<file path="src/ptb_defs.vh">
// Purpose: constants for the periodic time base timer
// Assumes: 8-bit register port, 100 MHz system clock
// Notes: offsets are byte addresses on the register port
`ifndef PTB_DEFS_VH
`define PTB_DEFS_VH

// ------------------------------------------------------------
// register offsets
// ------------------------------------------------------------
`define PTB_ADDR_W 8
`define PTB_OFF_CTRL 8'h36
`define PTB_OFF_STAT 8'h40
`define PTB_OFF_MASK 8'h41
`define PTB_OFF_MODE 8'h42

// ------------------------------------------------------------
// control fields and reset values
// ------------------------------------------------------------
`define PTB_CTRL_RST 8'h00
`define PTB_BIT_DIVOUT_EN 7
`define PTB_BIT_DIVOUT_FREQ_HI 6
`define PTB_BIT_DIVOUT_FREQ_LO 5
`define PTB_BIT_STAGE 4
`define PTB_BIT_EN 3
`define PTB_BIT_TAP_HI 2
`define PTB_BIT_TAP_LO 0
`define PTB_STAT_RST 1'b0
`define PTB_MASK_RST 1'b0
`define PTB_MODE_RST 1'b0

// ------------------------------------------------------------
// divider
// ------------------------------------------------------------
`define PTB_DIV_W 23
`define PTB_LF_DIV_W 15

`endif

</file>
<file path="src/ptb_sync.v">
// Purpose: two-flop synchroniser for one level
// Assumes: async active-low reset
// Notes: first flop read only by second
`timescale 1ns/1ps
module ptb_sync (
   // clock and reset
   input wire clk_i,
   input wire rst_n_i,
   // data
   input wire d_i,
   output reg q_o
);
   reg meta_r;
   always @(posedge clk_i or negedge rst_n_i) begin
      if (!rst_n_i) begin
         meta_r <= 1'b0;
         q_o <= 1'b0;
      end else begin
         meta_r <= d_i;
         q_o <= meta_r;
      end
   end
endmodule

</file>
<file path="src/ptb_tap_mux.v">
// Purpose: registered selection of one divider tap
// Assumes: divider vectors synchronous to sys clock
// Notes: output is one cycle behind the divider
`timescale 1ns/1ps
`include "ptb_defs.vh"
module ptb_tap_mux (
   // clock and reset
   input wire clk_i,
   input wire rst_n_i,
   // selection
   input wire lf_sel_i,
   input wire [2:0] tap_i,
   // divider state
   input wire [`PTB_DIV_W-1:0] main_div_i,
   input wire [`PTB_LF_DIV_W-1:0] lf_div_i,
   // selected tap
   output reg tap_o
);
   reg tap_nxt;
   always @* begin
      tap_nxt = 1'b0;
      if (lf_sel_i) begin
         case (tap_i)
            3'd0: tap_nxt = lf_div_i[14];
            3'd1: tap_nxt = lf_div_i[12];
            3'd2: tap_nxt = lf_div_i[7];
            3'd3: tap_nxt = lf_div_i[5];
            3'd4: tap_nxt = lf_div_i[4];
            3'd5: tap_nxt = lf_div_i[3];
            3'd6: tap_nxt = lf_div_i[2];
            default: tap_nxt = lf_div_i[0];
         endcase
      end else begin
         case (tap_i)
            3'd0: tap_nxt = main_div_i[22];
            3'd1: tap_nxt = main_div_i[20];
            3'd2: tap_nxt = main_div_i[15];
            3'd3: tap_nxt = main_div_i[13];
            3'd4: tap_nxt = main_div_i[12];
            3'd5: tap_nxt = main_div_i[11];
            3'd6: tap_nxt = main_div_i[10];
            default: tap_nxt = main_div_i[8];
         endcase
      end
   end
   always @(posedge clk_i or negedge rst_n_i) begin
      if (!rst_n_i) begin
         tap_o <= 1'b0;
      end else begin
         tap_o <= tap_nxt;
      end
   end
endmodule

</file>
<file path="src/ptb_timer.v">
// Purpose: periodic time base interrupt generator with register port
// Assumes: low-frequency clock arrives as a level, sampled by sys clock
// Notes: divider output fields are stored but drive nothing here
`timescale 1ns/1ps
`include "ptb_defs.vh"
module ptb_timer (
   // clock and reset
   input wire sys_clk_i,
   input wire rst_n_i,
   // low frequency clock level
   input wire low_freq_clock_i,
   // register port
   input wire [`PTB_ADDR_W-1:0] reg_addr_i,
   input wire [7:0] reg_wdata_i,
   input wire reg_wr_i,
   input wire reg_rd_i,
   output reg [7:0] reg_rdata_o,
   // interrupt controller
   output reg periodic_interrupt_o,
   output reg irq_o
);
   // ------------------------------------------------------------
   // reset release
   // ------------------------------------------------------------
   reg rst_s1_r;
   reg rst_s2_r;
   wire rst_n;
   always @(posedge sys_clk_i or negedge rst_n_i) begin
      if (!rst_n_i) begin
         rst_s1_r <= 1'b0;
         rst_s2_r <= 1'b0;
      end else begin
         rst_s1_r <= 1'b1;
         rst_s2_r <= rst_s1_r;
      end
   end
   assign rst_n = rst_s2_r;

   // ------------------------------------------------------------
   // registers
   // ------------------------------------------------------------
   reg [7:0] time_base_control_r;
   reg stat_r;
   reg mask_r;
   reg slow_mode_r;
   wire periodic_timer_enable;
   wire divider_stage_select;
   wire [2:0] interrupt_tap_select;
   wire wr_ctrl;
   wire wr_stat;
   wire wr_mask;
   wire wr_mode;
   reg tick_r;

   assign periodic_timer_enable = time_base_control_r[`PTB_BIT_EN];
   assign divider_stage_select = time_base_control_r[`PTB_BIT_STAGE];
   assign interrupt_tap_select = time_base_control_r[`PTB_BIT_TAP_HI:`PTB_BIT_TAP_LO];
   assign wr_ctrl = reg_wr_i && (reg_addr_i == `PTB_OFF_CTRL);
   assign wr_stat = reg_wr_i && (reg_addr_i == `PTB_OFF_STAT);
   assign wr_mask = reg_wr_i && (reg_addr_i == `PTB_OFF_MASK);
   assign wr_mode = reg_wr_i && (reg_addr_i == `PTB_OFF_MODE);

   always @(posedge sys_clk_i or negedge rst_n) begin
      if (!rst_n) begin
         time_base_control_r <= `PTB_CTRL_RST;
         mask_r <= `PTB_MASK_RST;
         slow_mode_r <= `PTB_MODE_RST;
      end else begin
         // tap and enable in one write
         if (wr_ctrl) begin
            time_base_control_r <= reg_wdata_i;
         end
         if (wr_mask) begin
            mask_r <= reg_wdata_i[0];
         end
         if (wr_mode) begin
            slow_mode_r <= reg_wdata_i[0];
         end
      end
   end

   // ------------------------------------------------------------
   // read port
   // ------------------------------------------------------------
   always @(posedge sys_clk_i or negedge rst_n) begin
      if (!rst_n) begin
         reg_rdata_o <= 8'h00;
      end else if (reg_rd_i) begin
         case (reg_addr_i)
            `PTB_OFF_CTRL: reg_rdata_o <= time_base_control_r;
            `PTB_OFF_STAT: reg_rdata_o <= {7'h00, stat_r};
            `PTB_OFF_MASK: reg_rdata_o <= {7'h00, mask_r};
            `PTB_OFF_MODE: reg_rdata_o <= {7'h00, slow_mode_r};
            default: reg_rdata_o <= 8'h00;
         endcase
      end else begin
         reg_rdata_o <= 8'h00;
      end
   end

   // ------------------------------------------------------------
   // free-running dividers
   // ------------------------------------------------------------
   reg [`PTB_DIV_W-1:0] main_div_r;
   reg [`PTB_LF_DIV_W-1:0] lf_div_r;
   wire lf_lvl;
   reg lf_prev_r;

   ptb_sync u_lf_sync (
      .clk_i(sys_clk_i),
      .rst_n_i(rst_n),
      .d_i(low_freq_clock_i),
      .q_o(lf_lvl)
   );

   always @(posedge sys_clk_i or negedge rst_n) begin
      if (!rst_n) begin
         main_div_r <= {`PTB_DIV_W{1'b0}};
         lf_div_r <= {`PTB_LF_DIV_W{1'b0}};
         lf_prev_r <= 1'b0;
      end else begin
         main_div_r <= main_div_r + {{(`PTB_DIV_W-1){1'b0}}, 1'b1};
         lf_prev_r <= lf_lvl;
         if (lf_lvl && !lf_prev_r) begin
            lf_div_r <= lf_div_r + {{(`PTB_LF_DIV_W-1){1'b0}}, 1'b1};
         end
      end
   end

   // ------------------------------------------------------------
   // tap selection and edge detect
   // ------------------------------------------------------------
   wire lf_sel;
   wire tap;
   reg tap_prev_r;
   reg tick_nxt;
   reg [3:0] sel_d1_r;
   reg [3:0] sel_d2_r;

   // low clock source in stage or slow mode
   assign lf_sel = divider_stage_select | slow_mode_r;

   ptb_tap_mux u_tap (
      .clk_i(sys_clk_i),
      .rst_n_i(rst_n),
      .lf_sel_i(lf_sel),
      .tap_i(interrupt_tap_select),
      .main_div_i(main_div_r),
      .lf_div_i(lf_div_r),
      .tap_o(tap)
   );

   always @* begin
      tick_nxt = 1'b0;
      // no false edge on tap switch
      if (periodic_timer_enable && tap_prev_r && !tap && (sel_d1_r == sel_d2_r)) begin
         tick_nxt = 1'b1;
      end
   end

   always @(posedge sys_clk_i or negedge rst_n) begin
      if (!rst_n) begin
         tap_prev_r <= 1'b0;
         tick_r <= 1'b0;
         periodic_interrupt_o <= 1'b0;
         sel_d1_r <= 4'h0;
         sel_d2_r <= 4'h0;
      end else begin
         tap_prev_r <= tap;
         // selection seen by tap and by tap_prev
         sel_d1_r <= {lf_sel, interrupt_tap_select};
         sel_d2_r <= sel_d1_r;
         tick_r <= tick_nxt;
         periodic_interrupt_o <= tick_nxt;
      end
   end

   // ------------------------------------------------------------
   // interrupt status and mask
   // ------------------------------------------------------------
   always @(posedge sys_clk_i or negedge rst_n) begin
      if (!rst_n) begin
         stat_r <= `PTB_STAT_RST;
         irq_o <= 1'b0;
      end else begin
         // set wins over clear
         if (tick_r) begin
            stat_r <= 1'b1;
         end else if (wr_stat && reg_wdata_i[0]) begin
            stat_r <= 1'b0;
         end
         irq_o <= stat_r & mask_r;
      end
   end
endmodule

</file>
<file path="config.mk">
export PLATFORM = sky130hd
export DESIGN_NAME = ptb_timer
export DESIGN_NICKNAME = d
export VERILOG_FILES = /design/src/ptb_sync.v /design/src/ptb_tap_mux.v /design/src/ptb_timer.v
export VERILOG_INCLUDE_DIRS = /design/src
export SDC_FILE = /design/constraint.sdc
export NUM_CORES = 1
export LEC_CHECK = 0
export ABC_AREA = 1
export BUFFER_PORTS_ARGS = -buffer_cell sky130_fd_sc_hd__buf_2
export CORE_MARGIN = 2
export CORE_UTILIZATION = 35
export CTS_CLUSTER_SIZE = 25
export DETAILED_ROUTE_END_ITERATION = 7
export RECOVER_POWER = 100
export SETUP_SLACK_MARGIN = 0.1
export SLEW_MARGIN = 40
export SYNTH_ARGS = -nofsm -noshare
export SYNTH_HDL_FRONTEND = slang
export SYNTH_SLANG_ARGS = --single-unit
</file>
<file path="constraint.sdc">
create_clock -name sys_clk_i -period 2.4 [get_ports sys_clk_i]
set_input_delay 0.24 -clock sys_clk_i [delete_from_list [all_inputs] [get_ports sys_clk_i]]
set_output_delay 0.24 -clock sys_clk_i [all_outputs]
set_load 0.01 [all_outputs]
</file>
# Word level (Yosys, flattened, before mapping)

Index checks and enable logic that the tools add are counted.

Add/subtract/negate cells: 2
Mux-type cells: 8
Bitwise logic cells: 2
Reduce and logical (&&, ||, !) cells: 13
Eq/ne operators: 11

Operators with widths:

| operator                                            | number |
|---|---|
| case mux 8 bit (4 select lines)                     | 1 |
| equality test 8 x 7 -> 1 bit, second input constant | 3 |
| adder 23 x 1 -> 23 bit, second input constant       | 1 |
| adder 15 x 1 -> 15 bit, second input constant       | 1 |
| case mux 1 bit (7 select lines)                     | 2 |
| equality test 3 bit, second input constant          | 3 |
| logical AND 1 bit                                   | 9 |
| equality test 8 x 6 -> 1 bit, second input constant | 1 |
| 2-to-1 mux 8 bit                                    | 1 |
| equality test 3 x 2 -> 1 bit, second input constant | 2 |
| equality test 4 bit                                 | 1 |
| 2-to-1 mux 1 bit                                    | 4 |
| equality test 3 x 1 -> 1 bit, second input constant | 1 |
| zero test 3 bit                                     | 1 |
| zero test 1 bit                                     | 2 |
| nonzero test 2 bit                                  | 1 |
| AND 1 bit                                           | 1 |
| bitwise OR 1 bit                                    | 1 |

Bits of input ports: 21
Output and inout bits: 10
Flip-flop bits (word level): 74

# Logic depth before layout (Yosys ltp)

Depth in word-level cells: 5
Depth in mapped cells: 8
Mapped depth without buffers: 8

# By module

From an unflattened synthesis, not the netlist that was laid out.

Cells, all modules: 410
Area total of the unflattened synthesis: 3540.9 µm²

Modules (own cells, without submodules):

| module      | times used | cells each | area an instance (µm²) |
|---|---|---|---|
| ptb_timer   | 1          | 365        | 3226.8 |
| ptb_tap_mux | 1          | 43         | 264.0 |
| ptb_sync    | 1          | 2          | 50.0 |

# Worst setup path before layout

Ideal clock, no wire load.

Path type: reg-to-reg
From: register main_div_r[0]
To: register main_div_r[22]
Period minus slack after synthesis: 1196 ps
Library setup time: 122 ps
Path slack: 1204 ps
Buffers on the path: 0
Data required time: 2278 ps
Cell stages (with the launch flop): 8
Arrival time: 1073 ps
Path through: dfrtp_1 ha_1 nand3_2 nor2_2 nand2_1 inv_1 nand2_1 xnor2_1

Longest elaborated chain between the ends: 1

RTL lines:

| element                | line            | text |
|---|---|---|
| start, declared        | ptb_timer.v:104 | `` reg [`PTB_DIV_W-1:0] main_div_r; `` |
| start signal, assigned | ptb_timer.v:118 | `` main_div_r <= {`PTB_DIV_W{1'b0}}; `` |
| start signal, assigned | ptb_timer.v:122 | `` main_div_r <= main_div_r + {{(`PTB_DIV_W-1){1'b0}}, 1'b1}; `` |
| adder 23 x 1 -> 23 bit | ptb_timer.v:122 |  |

Every way passes these cells.
A chain may end at the register's enable or synchronous reset.

==> impl_metrics.json <==
{
  "synth-simple-area-share_pct": 26.95,
  "yosys.area.top_type_share_pct": 55.02,
  "cts_resized": 0,
  "hold_viol": 0,
  "final_cell_area_um2": 3816,
  "synth-seq-cells": 74,
  "cp.arrival_ns": 1.95,
  "clkTransAtPathRegs_ns": 0.08,
  "fin_tns_setup_ns": 0,
  "nets": 436,
  "synth_top_family_by_area": "simple AND/OR/NAND/NOR gates",
  "synthTopCellsByArea": "dfrtp_1 (55%), nand2_1 (10%), nor2_1 (5.1%)",
  "boundaryPins": 31,
  "yosysMostFrequentCell": "nand2_1",
  "rsz0062_at_grt": "false",
  "setup_viol_count_final": 0,
  "drc": 0,
  "gp_congestion": 0.8904,
  "synth_xor_area_share_pct": 8.067,
  "antenna_found_initial": 0,
  "drtIter0Drc": 168,
  "synth-seq-area-share_pct": 55.02,
  "hp-class": "in -> reg",
  "crit_family": "flip-flops",
  "clock_sinks": 74,
  "clk_path_buf_depth": 2,
  "clk_latency_ns": 0.35,
  "viasPerCell": 4.492,
  "cp_cell_sequence": "clkbuf_2",
  "synth-async-reset-ratio_pct": 100.0,
  "worstPathRequired_ns": 2.83,
  "cap_violations": 0,
  "cts-root-buf": "clkbuf_8",
  "crit_path_start_kind": "register",
  "relSlewSlack_pct": 40.92,
  "slowest_delay_ns": 0.92,
  "area_growth_pct": 13.38,
  "antenna_cells": 0,
  "routed_wl_um": 6337,
  "status": "finished, final reports clean",
  "synthAdderAreaFrac_pct": 0.7435,
  "finalCriticalPeriod_ns": 1.526,
  "dieArea_um2": 10420,
  "leakagePower_nw": 1.836,
  "synth_flop_cell": "dfrtp_1",
  "placed_area_um2": 3672,
  "synth_common_cells": "nand2_1 (90), dfrtp_1 (74), nor2_1 (46)",
  "firstDrtPassIters": 4,
  "critPathBufInv": 1,
  "synth_nets": 395,
  "numCtsBuffers": 9,
  "dieHeight_um": 102.1,
  "cp_max_fo": 27,
  "cts_setup_buffers": 0,
  "grt_overflow": 0,
  "die_w_um": 102.1,
  "synth.mux.area_fraction_pct": 0.3346,
  "grt_max_degree": 28,
  "grtUsageTotal_pct": 13.92,
  "grt_pass1_wl_um": 11160,
  "p_per_area_nw_per_um2": 694.3,
  "tightest_slew_ns": 0.8861,
  "hpwl_um": 4683,
  "start_util_pct": 36.25,
  "row_count": 35,
  "slew_viol_final": 0,
  "achievable-frequency_ghz": 0.6552,
  "synth_compound_area_share_pct": 2.751,
  "hold_buffers": 2,
  "ir_worst_vdd_mv": 0.3020,
  "drive_above_1_share_pct": 12.20,
  "grt_pass1_vias": 2515,
  "avgSynthCellArea_um2": 9.048,
  "placed_cells": 529,
  "ys_types": 31,
  "core-area_um2": 9284,
  "avgRoutedWirePerCell_um": 11.59,
  "ys_warn_count": 0,
  "drtAntennaViolNets": 0,
  "cts_tree": "built",
  "end_kind": "asynchronous set/reset pin",
  "syn-instance-count": 372,
  "synth_edf_count": 0,
  "vias": 2457,
  "synth_top_area_cell": "dfrtp_1",
  "fin_cells": 547,
  "slowest_stage": "dfrtp_1",
  "path_class": "reg -> async",
  "htree_levels": 3,
  "netlist_area_um2": 3366,
  "period_share_pct": 63.60,
  "portBuffers": 30,
  "whs_ns": 0.09371,
  "fin_worst_skew_ns": 0.009520
}
[per-stage QoR]
| step | util [%] | total power, mW | setup slack [ns] |
|---|---|---|---|
| after detailed placement | 39.56 | 1.715 | 0.9246 |
| after global placement | 39.56 | 1.705 | 1.023 |
| after global routing | 41.11 | 2.795 | 0.4985 |
| final | 41.11 | 2.650 | 0.8737 |
| after CTS | 41.97 | 2.713 | 0.9931 |
| after floorplan | - | 1.623 | 0.1866 |
[layer usage]
metal  routed length, um  vias to the layer above  track usage, %
li1                    -                     1248               -
met2                3110                       37           22.67
met1                2887                     1164           17.16
met4                 102                        0           5.436
met5                   0                        -               0
met3                 237                        8           4.651
[path summary, 6_finish.rpt]
check | from | endpoint | slack, ns | depth (start not counted)
max reg2reg | rst_n$_DFF_PN0_ | sel_d1_r[1]$_DFF_PN0_ | 0.87 | 1
min in group asynchronous | rst_n_i | rst_s1_r$_DFF_PN0_ | 0.19 | 2
max | rst_n$_DFF_PN0_ | sel_d1_r[1]$_DFF_PN0_ | 0.87 | 1
min | reg_wdata_i[4] | time_base_control_r[4]$_DFFE_PN0P_ | 0.09 | 3
min reg2reg | u_lf_sync.meta_r$_DFF_PN0_ | u_lf_sync.q_o$_DFF_PN0_ | 0.35 | 0
max in group sys_clk_i | lf_div_r[0]$_DFFE_PN0P_ | lf_div_r[6]$_DFFE_PN0P_ | 0.96 | 5
[placed cells by master (no fill, tap or decap), types with 2 or more instances in the layout]
master         instances
nand3_1               23
dfrtp_1               74
nor2_2                 4
dlygate4sd3_1          2
inv_1                 42
or2_2                  2
clkinvlp_4             3
nor3_1                 3
nand4_1               17
xnor2_1               17
nand2_1               90
ha_1                   2
clkbuf_1              13
o21ai_0               11
nor2_1                50
buf_2                 19
nand2_2                5
clkbuf_8              10
xor2_1                14
a21oi_1                3
[flip-flops by register name (all words and copies together), names as in the netlist, 4 cells and up]
name,count
main_div_r,23
time_base_control_r,8
sel_d1_r,4
reg_rdata_o,8
sel_d2_r,4
lf_div_r,15
[worst min-delay path: stages]
cell and delay, ns:
buf_2 0.08, nand2_1 0.04, o21ai_0 0.05
[kinds of logic after synthesis]
logic type / after synthesis
AOI/OAI and AO/OA: 16
xor gates and xnor gates: 31
adders and majority gates: 2
buffers and inverters: 48
DFF: 74
muxes: 1
other: 1
and+or+nand+nor: 199
[area by class of cell]
type	instances	area, um^2
clock buffer	10	137.6
clock inverter	6	66.31
fill	953	5468
inverter	43	161.4
multi-input combinational	250	1269
sequential	74	1852
tap	129	161.4
timing repair buffer	35	168.9
[power breakdown]
group	internal, mW	total [mW]	switching, mW	leakage [nW]
combinational	0.100	0.238	0.138	0.824
sequential	1.34	1.43	0.0882	0.918
clock	0.508	0.980	0.472	0.0945
(Power assumes the default switching activity.)
